$ cat config.mk
export PLATFORM = sky130hd
export DESIGN_NAME = sfp_front
export DESIGN_NICKNAME = d
export VERILOG_FILES = /design/src/design/sfp_pkg.sv /design/src/design/sfp_front.sv
export SDC_FILE = /design/constraint.sdc
export NUM_CORES = 1
export LEC_CHECK = 0
export ABC_CLOCK_PERIOD_IN_PS = 7900
export BUFFER_PORTS_ARGS = -buffer_cell sky130_fd_sc_hd__buf_4
export CAP_MARGIN = 20
export CORE_MARGIN = 1
export CORE_UTILIZATION = 30
export DETAILED_ROUTE_END_ITERATION = 12
export SLEW_MARGIN = 20
export SYNTH_ARGS = -nofsm -noshare
export SYNTH_HDL_FRONTEND = slang
export SYNTH_SLANG_ARGS = --single-unit
$ cat constraint.sdc
create_clock -name clk_in -period 7.9 [get_ports clk_in]
set_input_delay 1.58 -clock clk_in [delete_from_list [all_inputs] [get_ports clk_in]]
set_output_delay 1.58 -clock clk_in [all_outputs]
set_load 0.05 [all_outputs]
$ cat src/design/sfp_pkg.sv
// Purpose: shared constants for the serial flash mode and protection front end
// Assumes: 24-bit array addresses, 8-bit opcodes
// Notes: timing is counted in system clock cycles
package sfp_pkg;
	localparam int ADDR_W = 24;
	localparam logic [7:0] OP_SET_WRITE_LATCH_CMD_SET = 8'h06;
	localparam logic [7:0] OP_SET_WRITE_LATCH_CMD_CLR = 8'h04;
	localparam logic [7:0] OP_STATUS_WR = 8'h01;
	localparam logic [7:0] OP_PAGE_PROG = 8'h02;
	localparam logic [7:0] OP_QUAD_PROG = 8'h32;
	localparam logic [7:0] OP_ERASE_4K = 8'h20;
	localparam logic [7:0] OP_ERASE_32K = 8'h52;
	localparam logic [7:0] OP_ERASE_64K = 8'hd8;
	localparam logic [7:0] OP_ERASE_ALL = 8'hc7;
	localparam logic [7:0] OP_SEC_ERASE = 8'h44;
	localparam logic [7:0] OP_SEC_PROG = 8'h42;
	localparam logic [7:0] OP_DUAL_OUT = 8'h3b;
	localparam logic [7:0] OP_DUAL_IO = 8'hbb;
	localparam logic [7:0] OP_QUAD_OUT = 8'h6b;
	localparam logic [7:0] OP_QUAD_IO = 8'heb;
	localparam logic [7:0] OP_QUAD_WORD = 8'he7;
	localparam logic [7:0] OP_QPI_ENTER = 8'h38;
	localparam logic [7:0] OP_QPI_EXIT = 8'hff;
	localparam logic [7:0] OP_RESET_EN = 8'h66;
	localparam logic [7:0] OP_RESET = 8'h99;
	localparam logic [7:0] OP_DPD_EXIT = 8'hab;
	localparam logic [7:0] OP_DPD_ENTER = 8'hb9;
	localparam logic [2:0] CNT_BITS_W = 3'h7;
	localparam logic [23:0] PROT_HALF = 24'h800000;
	localparam logic [23:0] PROT_SIXTYFOURTH = 24'h040000;
	localparam logic [23:0] PROT_SECTOR = 24'h001000;
	typedef enum logic [1:0]
	{
		SFP_W1 = 2'b00,
		SFP_W2 = 2'b01,
		SFP_W4 = 2'b10
	} sfp_width_t;
endpackage

$ cat src/design/sfp_front.sv
// Purpose: serial flash front end: line width, four-line command mode, pause,
//          write latch, protect bits and protected-range decode
// Assumes: serial clock, select and pause pins sampled by clk_in (100 MHz)
// Notes: opcode decode only; address and data phases are left to the core,
//        which feeds the target address and reports completion
`timescale 1ns/1ps
`default_nettype none
module sfp_front
(
	input  wire logic                      clk_in,
	input  wire logic                      rst_n_in,
	input  wire logic                      sclk_in,
	input  wire logic                      cs_n_in,
	input  wire logic [3:0]                io_in,
	output logic [3:0]                     io_out,
	output logic [3:0]                     io_oe_out,
	input  wire logic                      quad_enable_bit_in,
	input  wire logic [sfp_pkg::ADDR_W-1:0] target_addr_in,
	input  wire logic                      op_done_in,
	input  wire logic [3:0]                tx_nibble_in,
	input  wire logic                      tx_active_in,
	input  wire logic [4:0]                new_protect_in,
	input  wire logic [1:0]                new_lock_in,
	input  wire logic                      complement_bit_in,
	output logic [7:0]                     opcode_out,
	output logic                           opcode_valid_out,
	output logic                           four_line_command_mode_out,
	output logic                           write_latch_flag_out,
	output logic [4:0]                     block_protect_bits_out,
	output logic [1:0]                     status_lock_bits_out,
	output logic [1:0]                     lane_width_out,
	output logic                           paused_out,
	output logic                           powered_down_out,
	output logic                           write_go_out,
	output logic                           range_hit_out
);
	import sfp_pkg::*;

	logic [1:0] sclk_s, cs_s, hold_s, wp_s;
	logic [3:0] io_s1, io_s2;
	logic sclk_d, hold_d;
	always_ff @(posedge clk_in or negedge rst_n_in)
	begin
		if (!rst_n_in)
		begin
			sclk_s <= 2'h0;
			cs_s <= 2'h3;
			hold_s <= 2'h3;
			wp_s <= 2'h3;
			io_s1 <= 4'h0;
			io_s2 <= 4'h0;
			sclk_d <= 1'b0;
			hold_d <= 1'b1;
		end
		else
		begin
			sclk_s <= {sclk_s[0], sclk_in};
			cs_s <= {cs_s[0], cs_n_in};
			hold_s <= {hold_s[0], io_in[3]};
			wp_s <= {wp_s[0], io_in[2]};
			io_s1 <= io_in;
			io_s2 <= io_s1;
			sclk_d <= sclk_s[1];
			hold_d <= hold_s[1];
		end
	end

	wire sclk = sclk_s[1];
	wire cs_low = !cs_s[1];
	wire rise = sclk && !sclk_d;
	wire fall = !sclk && sclk_d;
	wire wide = (lane_width_out != 2'(SFP_W1)) || four_line_command_mode_out;
	// Pins 2 and 3 only act as protect and pause while single-lane
	wire hold_pin = wide ? 1'b1 : hold_s[1];
	wire wp_low = !wide && !wp_s[1];

	logic pause_req;
	always_ff @(posedge clk_in or negedge rst_n_in)
	begin
		if (!rst_n_in)
			pause_req <= 1'b0;
		else if (!cs_low)
			pause_req <= 1'b0;
		else if (!hold_pin && hold_d)
			pause_req <= 1'b1;
		else if (hold_pin && !hold_d)
			pause_req <= 1'b0;
	end

	always_ff @(posedge clk_in or negedge rst_n_in)
	begin
		if (!rst_n_in)
			paused_out <= 1'b0;
		else if (!cs_low)
			paused_out <= 1'b0;
		else if (!sclk)
			paused_out <= pause_req;
	end

	wire shift_en = cs_low && !paused_out && rise;
	wire out_en = cs_low && !paused_out && fall;

	logic [7:0] shreg;
	logic [2:0] bitcnt;
	logic       op_taken;
	wire  [7:0] next_shreg = four_line_command_mode_out ? {shreg[3:0], io_s2}
	                                                    : {shreg[6:0], io_s2[0]};
	wire        byte_end = four_line_command_mode_out ? (bitcnt == 3'h1)
	                                                  : (bitcnt == CNT_BITS_W);

	always_ff @(posedge clk_in or negedge rst_n_in)
	begin
		if (!rst_n_in)
		begin
			shreg <= 8'h00;
			bitcnt <= 3'h0;
			op_taken <= 1'b0;
		end
		else if (!cs_low)
		begin
			bitcnt <= 3'h0;
			op_taken <= 1'b0;
		end
		else if (shift_en && !op_taken)
		begin
			shreg <= next_shreg;
			bitcnt <= byte_end ? 3'h0 : 3'(bitcnt + 3'h1);
			op_taken <= byte_end;
		end
	end

	wire op_strobe = shift_en && !op_taken && byte_end;
	always_ff @(posedge clk_in or negedge rst_n_in)
	begin
		if (!rst_n_in)
		begin
			opcode_out <= 8'h00;
			opcode_valid_out <= 1'b0;
		end
		else
		begin
			opcode_valid_out <= op_strobe && (!powered_down_out || next_shreg == OP_DPD_EXIT);
			if (op_strobe)
				opcode_out <= next_shreg;
		end
	end

	wire [7:0] op = opcode_out;
	wire ov = opcode_valid_out;
	wire is_quad = op == OP_QUAD_OUT || op == OP_QUAD_IO || op == OP_QUAD_WORD
		|| op == OP_QUAD_PROG;
	wire is_dual = op == OP_DUAL_OUT || op == OP_DUAL_IO;
	wire is_write = op == OP_STATUS_WR || op == OP_PAGE_PROG || op == OP_QUAD_PROG
		|| op == OP_ERASE_4K || op == OP_ERASE_32K || op == OP_ERASE_64K
		|| op == OP_ERASE_ALL || op == OP_SEC_ERASE || op == OP_SEC_PROG;
	wire is_array = is_write && op != OP_STATUS_WR && op != OP_SEC_ERASE
		&& op != OP_SEC_PROG;

	always_ff @(posedge clk_in or negedge rst_n_in)
	begin
		if (!rst_n_in)
			powered_down_out <= 1'b0;
		else if (ov && op == OP_DPD_ENTER)
			powered_down_out <= 1'b1;
		else if (ov && op == OP_DPD_EXIT)
			powered_down_out <= 1'b0;
	end

	logic reset_armed;
	always_ff @(posedge clk_in or negedge rst_n_in)
	begin
		if (!rst_n_in)
			reset_armed <= 1'b0;
		else if (ov)
			reset_armed <= op == OP_RESET_EN;
	end

	// enter/exit; one flag holds both modes; reset to normal
	always_ff @(posedge clk_in or negedge rst_n_in)
	begin
		if (!rst_n_in)
			four_line_command_mode_out <= 1'b0;
		else if (ov && op == OP_RESET && reset_armed)
			four_line_command_mode_out <= 1'b0;
		else if (ov && op == OP_QPI_ENTER && !four_line_command_mode_out)
			four_line_command_mode_out <= 1'b1;
		else if (ov && op == OP_QPI_EXIT && four_line_command_mode_out)
			four_line_command_mode_out <= 1'b0;
	end

	// dual lanes; quad lanes; gated by quad enable
	always_ff @(posedge clk_in or negedge rst_n_in)
	begin
		if (!rst_n_in)
			lane_width_out <= 2'(SFP_W1);
		else if (!cs_low)
			lane_width_out <= 2'(SFP_W1);
		else if (ov && is_quad && quad_enable_bit_in)
			lane_width_out <= 2'(SFP_W4);
		else if (ov && is_dual)
			lane_width_out <= 2'(SFP_W2);
	end

	always_ff @(posedge clk_in or negedge rst_n_in)
	begin
		if (!rst_n_in)
			write_latch_flag_out <= 1'b0;
		else if (ov && op == OP_SET_WRITE_LATCH_CMD_SET)
			write_latch_flag_out <= 1'b1;
		else if ((ov && op == OP_SET_WRITE_LATCH_CMD_CLR) || op_done_in)
			write_latch_flag_out <= 1'b0;
	end

	always_ff @(posedge clk_in or negedge rst_n_in)
	begin
		if (!rst_n_in)
		begin
			block_protect_bits_out <= 5'h00;
			status_lock_bits_out <= 2'h0;
		end
		else if (write_go_out && op == OP_STATUS_WR && !wp_low)
		begin
			block_protect_bits_out <= new_protect_in;
			status_lock_bits_out <= new_lock_in;
		end
	end

	logic [ADDR_W-1:0] lo, hi;
	logic none_hit;
	logic [2:0] lb;
	always_comb
	begin
		lb = block_protect_bits_out[2:0];
		lo = '0;
		hi = '1;
		none_hit = 1'b0;
		if (lb == 3'h0)
			none_hit = 1'b1;
		else if (lb != 3'h7)
			unique case (block_protect_bits_out[4:3])
				2'h0: lo = ~((PROT_HALF >> (3'h6 - lb)) - 24'h000001);
				2'h1: hi = (PROT_SIXTYFOURTH << (lb - 3'h1)) - 24'h000001;
				2'h2: lo = 24'hffffff - ((PROT_SECTOR << ((lb > 3'h4) ? 3'h3
					: lb - 3'h1)) - 24'h000001);
				2'h3: hi = (PROT_SECTOR << ((lb > 3'h4) ? 3'h3 : lb - 3'h1)) - 24'h000001;
			endcase
	end
	wire in_range = !none_hit && target_addr_in >= lo && target_addr_in <= hi;
	always_ff @(posedge clk_in or negedge rst_n_in)
	begin
		if (!rst_n_in)
			range_hit_out <= 1'b0;
		else
			range_hit_out <= in_range ^ complement_bit_in;
	end

	// latch gate; protected array writes dropped
	always_comb
		write_go_out = ov && is_write && write_latch_flag_out
			&& !(is_array && range_hit_out);

	// only serial side paused; falling edge shift
	always_ff @(posedge clk_in or negedge rst_n_in)
	begin
		if (!rst_n_in)
		begin
			io_out <= 4'h0;
			io_oe_out <= 4'h0;
		end
		else if (!cs_low || paused_out || !tx_active_in)
			io_oe_out <= 4'h0;
		else if (out_en)
		begin
			io_out <= tx_nibble_in;
			unique case (lane_width_out)
				2'(SFP_W4): io_oe_out <= 4'hf;
				2'(SFP_W2): io_oe_out <= 4'h3;
				default: io_oe_out <= four_line_command_mode_out ? 4'hf : 4'h2;
			endcase
		end
	end

	pause_float_a: assert property (@(posedge clk_in) disable iff (!rst_n_in)
		paused_out |=> io_oe_out == 4'h0)
		else $error("output driven while paused");
	latch_gate_a: assert property (@(posedge clk_in) disable iff (!rst_n_in)
		write_go_out |-> write_latch_flag_out)
		else $error("write started without latch");
	wp_freeze_a: assert property (@(posedge clk_in) disable iff (!rst_n_in)
		wp_low |=> $stable(block_protect_bits_out) && $stable(status_lock_bits_out))
		else $error("protect bits changed");
	quad_gate_a: assert property (@(posedge clk_in) disable iff (!rst_n_in)
		!quad_enable_bit_in |=> lane_width_out != 2'(SFP_W4) || $past(lane_width_out) == 2'(SFP_W4))
		else $error("quad without enable");
	latch_set_a: assert property (@(posedge clk_in) disable iff (!rst_n_in)
		ov && op == OP_SET_WRITE_LATCH_CMD_SET |=> write_latch_flag_out)
		else $error("latch not set");
	dpd_filter_a: assert property (@(posedge clk_in) disable iff (!rst_n_in)
		ov && $past(powered_down_out) |-> op == OP_DPD_EXIT)
		else $error("command accepted in power-down");
	prot_drop_a: assert property (@(posedge clk_in) disable iff (!rst_n_in)
		ov && is_array && range_hit_out |-> !write_go_out)
		else $error("protected write started");
	cs_reset_a: assert property (@(posedge clk_in) disable iff (!rst_n_in)
		!cs_low |=> !paused_out && bitcnt == 3'h0)
		else $error("serial logic not reset");
endmodule
`default_nettype wire

# [Word level (Yosys, flattened, before mapping)]
# Index checks and enable logic that the tools add are counted.
[classes] order_cmp=3 bitwise=4 n_eq_ne=35 addsub=7 shifts=3 mul=0 n_reduce_logical=79 div=0 mux=35
[op_table] op="2-to-1 mux 24 bit" n=4
[op_table] op="one-hot mux 24 bit (2 select lines)" n=2
[op_table] op="== test 8 bit (second input constant)" n=10
[op_table] op="subtractor 24 x 1 -> 24 bit (second input constant)" n=3
[op_table] op="== test 8 x 7 -> 1 bit (second input constant)" n=5
[op_table] op="logical AND 1 bit" n=35
[op_table] op="== test 8 x 6 -> 1 bit (second input constant)" n=4
[op_table] op=">= comparator 24 bit" n=1
[op_table] op="less-or-equal comparator 24 bit" n=1
[op_table] op="NOT 24 bit" n=1
[op_table] op="left shift 13 x 3 -> 24 bit (first input constant)" n=1
[op_table] op="left shift 19 x 3 -> 24 bit (first input constant)" n=1
[op_table] op="right shift 24 x 3 -> 24 bit (first input constant)" n=1
[op_table] op="subtractor 24 bit (first input constant)" n=1
[op_table] op="logical OR 1 bit" n=17
[op_table] op="2-to-1 mux 1 bit" n=17
[op_table] op="== test 8 x 3 -> 1 bit (second input constant)" n=2
[op_table] op="!= test 8 x 7 -> 1 bit (second input constant)" n=2
[op_table] op="logical NOT 1 bit" n=15
[op_table] op="2-to-1 mux 3 bit" n=4
[op_table] op="2-to-1 mux 4 bit" n=3
[op_table] op="nonzero test 2 bit" n=5
[op_table] op="nonzero test 3 bit" n=3
[op_table] op="== test 8 x 1 -> 1 bit (second input constant)" n=1
[op_table] op="20 further kinds" n=27
[word_totals] rom_bits=0 memories=0 output_inout_bits=32 inputBits=47 mem_bits_rw=0 latchBits=0 wordCells=191 ff_bits=62

# [Longest topological paths before layout]
[depth] word_depth=17 mapped_depth=20

# [Least setup slack after synthesis]
# Ideal clock, no wire load.
[synth_timing] path_kind="register to output" startpoint="reg opcode_out[1]" endpoint="out write_go_out" stages_incl_launch_ff=6 n_path_buf=1 setup_slack_ns=3.994 t_required_ns=6.320 t_arrival_ns=2.326 path_cell_list="dfrtp_1 -> buf_1 -> xnor2_1 -> nand3_1 -> a221o_1 -> a21oi_1"
[synth_via] elab_chain_len=15
[synth_lines] element="from (decl)" line="sfp_front.sv:25" text="output logic [7:0] opcode_out,"
[synth_lines] element="from (signal assigned)" line="sfp_front.sv:144" text="opcode_out <= next_shreg;"
[synth_lines] element="== test 8 x 1 -> 1 bit or == test 8 x 2 -> 1 bit (tied branches)" line="sfp_front.sv:153" text="wire is_write = op == OP_STATUS_WR || op == OP_PAGE_PROG || op == OP_QUAD_PROG"
[synth_lines] element="logical OR 1 bit (2 in a row)" line="sfp_front.sv:153"
[synth_lines] element="logical OR 1 bit (3 in a row)" line="sfp_front.sv:154" text="|| op == OP_ERASE_4K || op == OP_ERASE_32K || op == OP_ERASE_64K"
[synth_lines] element="logical OR 1 bit (3 in a row)" line="sfp_front.sv:155" text="|| op == OP_ERASE_ALL || op == OP_SEC_ERASE || op == OP_SEC_PROG;"
[synth_lines] element="logical AND 1 bit (2 in a row)" line="sfp_front.sv:156" text="wire is_array = is_write && op != OP_STATUS_WR && op != OP_SEC_ERASE"
[synth_lines] element="logical AND 1 bit" line="sfp_front.sv:157" text="&& op != OP_SEC_PROG;"
[synth_lines] element="logical AND 1 bit" line="sfp_front.sv:260" text="&& !(is_array && range_hit_out);"
[synth_lines] element="logical NOT 1 bit" line="sfp_front.sv:260"
[synth_lines] element="logical AND 1 bit (*)" line="sfp_front.sv:260"
[synth_lines] element="to (decl)" line="sfp_front.sv:34" text="output logic write_go_out,"
# Mark *: on every way between the ends. The rest lies on a longest branch, timed or not.

# [Worst setup path after layout]
[layout_timing] startpoint="reg block_protect_bits_out[0]" endpoint="reg range_hit_out"
[layout_via] elab_chain_len=12
[layout_lines] element="from (decl)" line="sfp_front.sv:29" text="output logic [4:0] block_protect_bits_out,"
[layout_lines] element="from (signal assigned)" line="sfp_front.sv:223" text="block_protect_bits_out <= new_protect_in;"
[layout_lines] element="subtractor 3 x 1 -> 3 bit or greater-than comparator 3 bit (tied branches)"
[layout_lines] element="2-to-1 mux 3 bit" line="sfp_front.sv:243, sfp_front.sv:245"
[layout_lines] element="left shift 13 x 3 -> 24 bit" line="sfp_front.sv:243, sfp_front.sv:245"
[layout_lines] element="subtractor 24 x 1 -> 24 bit" line="sfp_front.sv:244, sfp_front.sv:245"
[layout_lines] element="subtractor 24 bit" line="sfp_front.sv:243" text="2'h2: lo = 24'hffffff - ((PROT_SECTOR << ((lb > 3'h4) ? 3'h3"
[layout_lines] element="one-hot mux 24 bit (2 select lines)" line="sfp_front.sv:240" text="unique case (block_protect_bits_out[4:3])"
[layout_lines] element="2-to-1 mux 24 bit" line="sfp_front.sv:239" text="else if (lb != 3'h7)"
[layout_lines] element="2-to-1 mux 24 bit" line="sfp_front.sv:237" text="if (lb == 3'h0)"
[layout_lines] element=">= comparator 24 bit" line="sfp_front.sv:248" text="wire in_range = !none_hit && target_addr_in >= lo && target_addr_in <= hi;"
[layout_lines] element="logical AND 1 bit" line="sfp_front.sv:248"
[layout_lines] element="logical AND 1 bit (*)" line="sfp_front.sv:248"
[layout_lines] element="bitwise XOR 1 bit (*)" line="sfp_front.sv:254" text="range_hit_out <= in_range ^ complement_bit_in;"
[layout_lines] element="to (signal assigned)" line="sfp_front.sv:254"
[layout_lines] element="to (decl)" line="sfp_front.sv:35" text="output logic range_hit_out"
# Marks and branches as above.
# A chain may end at the register's enable or synchronous reset.

==> report_table.html <==
<table>
<tr><th>Metric</th><th>Value</th></tr>
<tr><th colspan="2">STA</th></tr>
<tr><td>Worst Clk Skew</td><td>0.0114 ns</td></tr>
<tr><td>Fmax</td><td>~0.27 GHz</td></tr>
<tr><td>Actual transition at the worst max-transition pin</td><td>~0.8 ns</td></tr>
<tr><td>Number of endpoints failing setup at the final stage</td><td>0</td></tr>
<tr><td>Final count of pins violating max slew</td><td>0</td></tr>
<tr><td>Setup repair after global routing missed its margin</td><td>no</td></tr>
<tr><td>Hold Violations, Final</td><td>0</td></tr>
<tr><td>Shortest period the worst path allows</td><td>roughly 3.7 ns</td></tr>
<tr><td>Final setup slack of the worst path</td><td>around 4.2 ns</td></tr>
<tr><td>Tightest slew margin relative to the limit</td><td>0.465</td></tr>
<tr><td>Tcrit/Tclk final</td><td>0.470</td></tr>
<tr><td>Sum of negative setup slack</td><td>0 ns</td></tr>
<tr><th colspan="2">Clocking</th></tr>
<tr><td>Count of cells resized by post-cts repair</td><td>0</td></tr>
<tr><td>Number of buffers created by CTS</td><td>9</td></tr>
<tr><td>Hold_buf cts</td><td>0</td></tr>
<tr><td>Post-CTS setup repair buffer count</td><td>0</td></tr>
<tr><td>TritonCTS clock tree</td><td>built</td></tr>
<tr><td>Maximum root-to-sink buffer count</td><td>2</td></tr>
<tr><td>Clock root buffer</td><td>sky130_fd_sc_hd__clkbuf_16</td></tr>
<tr><td>Clock Sink Count</td><td>61</td></tr>
<tr><td># H-tree levels</td><td>3</td></tr>
<tr><td>Worst-Skew Late Latency</td><td>between 0.3 and 0.4 ns</td></tr>
<tr><td>Clock-pin transition on the worst setup and hold timing paths</td><td>about 0.050 ns</td></tr>
<tr><th colspan="2">Synthesis</th></tr>
<tr><td>Synthesized flop and latch total</td><td>between 60 and 70</td></tr>
<tr><td>Share of the synthesized area in the top cell type</td><td>0.356</td></tr>
<tr><td>Fraction of registers with async set/reset</td><td>1.00</td></tr>
<tr><td>Share of synthesized area occupied by flip-flops and latches</td><td>0.405</td></tr>
<tr><td>Post-synthesis xor/xnor area fraction</td><td>0.0231</td></tr>
<tr><td>Ys flop type</td><td>sky130_fd_sc_hd__dfrtp_1</td></tr>
<tr><td>Area of the mapped netlist</td><td>approximately 3800 um2</td></tr>
<tr><td>Per-instance average area after synthesis</td><td>~9.2 um2</td></tr>
<tr><td>Dominant cell type by area after synthesis</td><td>sky130_fd_sc_hd__dfrtp_1</td></tr>
<tr><td>Simple-gate share of the synthesized area</td><td>0.195</td></tr>
<tr><td>Post-synthesis cell type count</td><td>slightly below 60</td></tr>
<tr><td>Yosys warnings</td><td>0</td></tr>
<tr><td>Cells taking the most area after synthesis</td><td>sky130_fd_sc_hd__dfrtp_1, sky130_fd_sc_hd__ha_1, sky130_fd_sc_hd__dfstp_2</td></tr>
<tr><td>Number of nets in the synthesized netlist</td><td>between 400 and 500</td></tr>
<tr><td>Compound-cell area share of the yosys netlist</td><td>0.155</td></tr>
<tr><td>EDFF count, synth</td><td>0</td></tr>
<tr><td>Fraction of the mapped netlist area in adder cells</td><td>0.125</td></tr>
<tr><td>Share of synthesized area spent on multiplexers</td><td>0.0551</td></tr>
<tr><td>Instance count of the mapped netlist</td><td>~410</td></tr>
<tr><td>Dominant combinational cell family by area after synthesis</td><td>simple AND/OR/NAND/NOR gates</td></tr>
<tr><th colspan="2">Finish</th></tr>
<tr><td>Diodes inserted</td><td>0</td></tr>
<tr><td>Highest-count cells in the layout ignoring fill and taps</td><td>sky130_fd_sc_hd__buf_4, sky130_fd_sc_hd__dfrtp_1, sky130_fd_sc_hd__nand2_1</td></tr>
<tr><td>Non-filler instance count after layout</td><td>around 650</td></tr>
<tr><td>Number of nets in the finished design</td><td>564</td></tr>
<tr><td>Synth-to-Final Area Change</td><td>26.6%</td></tr>
<tr><td>Number of inserted filler cells in the final layout</td><td>~1200</td></tr>
<tr><td>Commonest non-fill, non-tap cell in the layout</td><td>sky130_fd_sc_hd__buf_4</td></tr>
<tr><td>Layout cell share with drive strength beyond 1</td><td>0.238</td></tr>
<tr><th colspan="2">Power and ir drop</th></tr>
<tr><td>Leakage component of the power</td><td>2.11 nW</td></tr>
<tr><td>Power Density</td><td>181 nW/um2</td></tr>
<tr><td>Worst VDD drop</td><td>approximately 100 uV</td></tr>
<tr><th colspan="2">Drt</th></tr>
<tr><td>First-pass iteration count of the detailed router</td><td>5</td></tr>
<tr><td>Iteration-0 DRC Markers</td><td>between 200 and 250</td></tr>
<tr><td>Post-route ant nets</td><td>0</td></tr>
<tr><td>Post-detailed-routing wire length</td><td>a little over 9 mm</td></tr>
<tr><td>Via-to-Cell Ratio</td><td>approximately 5</td></tr>
<tr><td>WL per Instance</td><td>14.0 um</td></tr>
<tr><td>Post-route DRC violation count</td><td>0</td></tr>
<tr><td>Routed via count</td><td>3244</td></tr>
<tr><th colspan="2">Min path</th></tr>
<tr><td>Class of the most critical hold timing path</td><td>register to register</td></tr>
<tr><th colspan="2">Outcome</th></tr>
<tr><td>Outcome</td><td>finished clean</td></tr>
<tr><th colspan="2">Worst setup path</th></tr>
<tr><td>Max Fanout on Critical Path</td><td>7</td></tr>
<tr><td>CP arrival</td><td>between 3 and 4 ns</td></tr>
<tr><td>Critical Path RT</td><td>between 8 and 9 ns</td></tr>
<tr><td>Worst Setup Path Type</td><td>register to register</td></tr>
<tr><td>Category of the worst setup path launch point</td><td>register</td></tr>
<tr><td>Worst Setup End Kind</td><td>register</td></tr>
<tr><th colspan="2">Global route</th></tr>
<tr><td>Overall track demand over capacity in global routing</td><td>0.147</td></tr>
<tr><td>Largest net degree at the start of global routing</td><td>62</td></tr>
<tr><td>Wire length of the first global-routing pass</td><td>between 15 and 20 mm</td></tr>
<tr><td>Via count of the first global-routing pass</td><td>roughly 3100</td></tr>
<tr><td>Initial antenna violation count</td><td>0</td></tr>
<tr><td>Remaining global-route overflow</td><td>0</td></tr>
<tr><th colspan="2">Die</th></tr>
<tr><td>Horizontal die dimension</td><td>114 um</td></tr>
<tr><td>Die footprint</td><td>between 10000 and 15000 um2</td></tr>
<tr><td>Area of the placeable core</td><td>~12000 um2</td></tr>
<tr><td>Die height</td><td>114 um</td></tr>
<tr><td>Initial core utilization</td><td>0.312</td></tr>
<tr><td>Number of placement rows</td><td>40</td></tr>
<tr><td>I/O pins</td><td>79</td></tr>
<tr><th colspan="2">Placed design</th></tr>
<tr><td>Placement-stage worst setup slack</td><td>between 4 and 5 ns</td></tr>
<tr><td>Weighted congestion reported at the end of routability-driven placement</td><td>~0.86</td></tr>
<tr><td># placed instances</td><td>between 600 and 700</td></tr>
<tr><td>Detailed Place HPWL</td><td>between 6 and 7 mm</td></tr>
<tr><td>Number of port buffers</td><td>78</td></tr>
<tr><th colspan="2">Flow run</th></tr>
<tr><td>Max-cap violations</td><td>0</td></tr>
</table>
## layout make-up
| class | instances | area [um2] | area share |
|---|---|---|---|
| inverters | 13 | 48.8 | 0.0102 |
| clock buffers | 9 | 225 | 0.0469 |
| multi-input cells | 316 | 2100 | 0.437 |
| clock inverters | 7 | 98.8 | 0.0206 |
| well taps | 168 | 210 | 0.0438 |
| flip-flops and latches | 61 | 1540 | 0.320 |
| repair buffers | 78 | 586 | 0.122 |
## routing by layer
metal | share of wire | GRT usage | vias up
li1 | - | - | 1607
met1 | 0.48 | 0.195 | 1553
met2 | 0.47 | 0.236 | 73
met3 | 0.039 | 0.0392 | 11
met4 | 0.010 | 0.0407 | 0
met5 | 0 | 0 | -
## registers in the layout, indices dropped and copies added (netlist names), 2 cells and up
| signal | flops |
|---|---|
| lane_width_out | 2 |
| hold_s | 2 |
| opcode_out | 8 |
| bitcnt | 3 |
| shreg | 7 |
| io_s1 | 4 |
| sclk_s | 2 |
| block_protect_bits_out | 5 |
| cs_s | 2 |
| status_lock_bits_out | 2 |
| io_out | 4 |
| io_s2 | 4 |
| wp_s | 2 |
| io_oe_out | 3 |
## critical path, cell delays in order (launching register included)
cell                       delay, ns
sky130_fd_sc_hd__dfrtp_1        0.45
sky130_fd_sc_hd__inv_1          0.15
sky130_fd_sc_hd__ha_1           0.19
sky130_fd_sc_hd__inv_1          0.05
sky130_fd_sc_hd__ha_1           0.18
sky130_fd_sc_hd__nor2b_1        0.25
sky130_fd_sc_hd__nand2_1        0.13
sky130_fd_sc_hd__or2_1          0.23
sky130_fd_sc_hd__ha_1           0.27
sky130_fd_sc_hd__xor2_1         0.19
sky130_fd_sc_hd__a31oi_1        0.23
sky130_fd_sc_hd__o21ba_1        0.17
sky130_fd_sc_hd__ha_1           0.23
sky130_fd_sc_hd__nand4_1        0.09
sky130_fd_sc_hd__nor2_1         0.06
sky130_fd_sc_hd__a221oi_1       0.24
sky130_fd_sc_hd__nand2_1        0.09
sky130_fd_sc_hd__a211o_1        0.27
sky130_fd_sc_hd__xnor2_1        0.12
## per-stage QoR
step	utilization	hold slack (ns)	area, um2	power [mW]
after floorplan	-	0.331	3790	0.409
after detailed placement	0.368	0.338	4480	0.458
after global routing	0.395	0.352	4800	0.909
after global placement	0.368	0.335	4480	0.454
after CTS	0.395	0.351	4800	0.883
final	0.395	0.347	4800	0.870
## synth_stat cells (3+ instances only)
cell type	number
sky130_fd_sc_hd__dfstp_2	7
sky130_fd_sc_hd__o21ai_0	10
sky130_fd_sc_hd__clkbuf_1	10
sky130_fd_sc_hd__buf_2	5
sky130_fd_sc_hd__mux2_1	9
sky130_fd_sc_hd__buf_1	3
sky130_fd_sc_hd__mux2i_1	7
sky130_fd_sc_hd__nor3_1	9
sky130_fd_sc_hd__nor2b_1	5
sky130_fd_sc_hd__a211oi_1	7
sky130_fd_sc_hd__xnor2_1	8
sky130_fd_sc_hd__nand2_1	49
sky130_fd_sc_hd__o21a_1	3
sky130_fd_sc_hd__dfrtp_1	54
sky130_fd_sc_hd__o21ai_1	23
sky130_fd_sc_hd__nor2_1	45
sky130_fd_sc_hd__inv_1	11
sky130_fd_sc_hd__ha_1	38
sky130_fd_sc_hd__nand3_1	11
sky130_fd_sc_hd__a21oi_1	26
sky130_fd_sc_hd__nand4_1	14
sky130_fd_sc_hd__a31oi_1	5
sky130_fd_sc_hd__o211ai_1	3
## where the power goes
part / total [mW] / internal [mW] / switching (mW)
clock network: 0.419 / 0.277 / 0.141
registers: 0.351 / 0.335 / 0.0161
logic: 0.100 / 0.0422 / 0.0582
## path summary, 6_finish.rpt
kind                                      end  cells past startpoint                       from  slack [ns]
worst max-delay path            range_hit_out                     18  block_protect_bits_out[0]        4.19
worst min-delay path                 io_s2[0]                      0                   io_s1[0]        0.35
worst max register to register  range_hit_out                     18  block_protect_bits_out[0]        4.19
worst min register to register       io_s2[0]                      0                   io_s1[0]        0.35
max in group asynchronous            shreg[2]                      1                   rst_n_in        6.07
min in group asynchronous        io_oe_out[1]                      1                   rst_n_in        1.33
## kinds of logic (layout without fill, tap and decap cells)
kind of cell	Yosys count	after routing
compound gates	95	95
xor+xnor	10	10
fa+ha+maj	38	38
buf+inv	35	107
flops	61	61
mux	19	19
simple gates	154	154
Power figures use the tool's default switching activity.
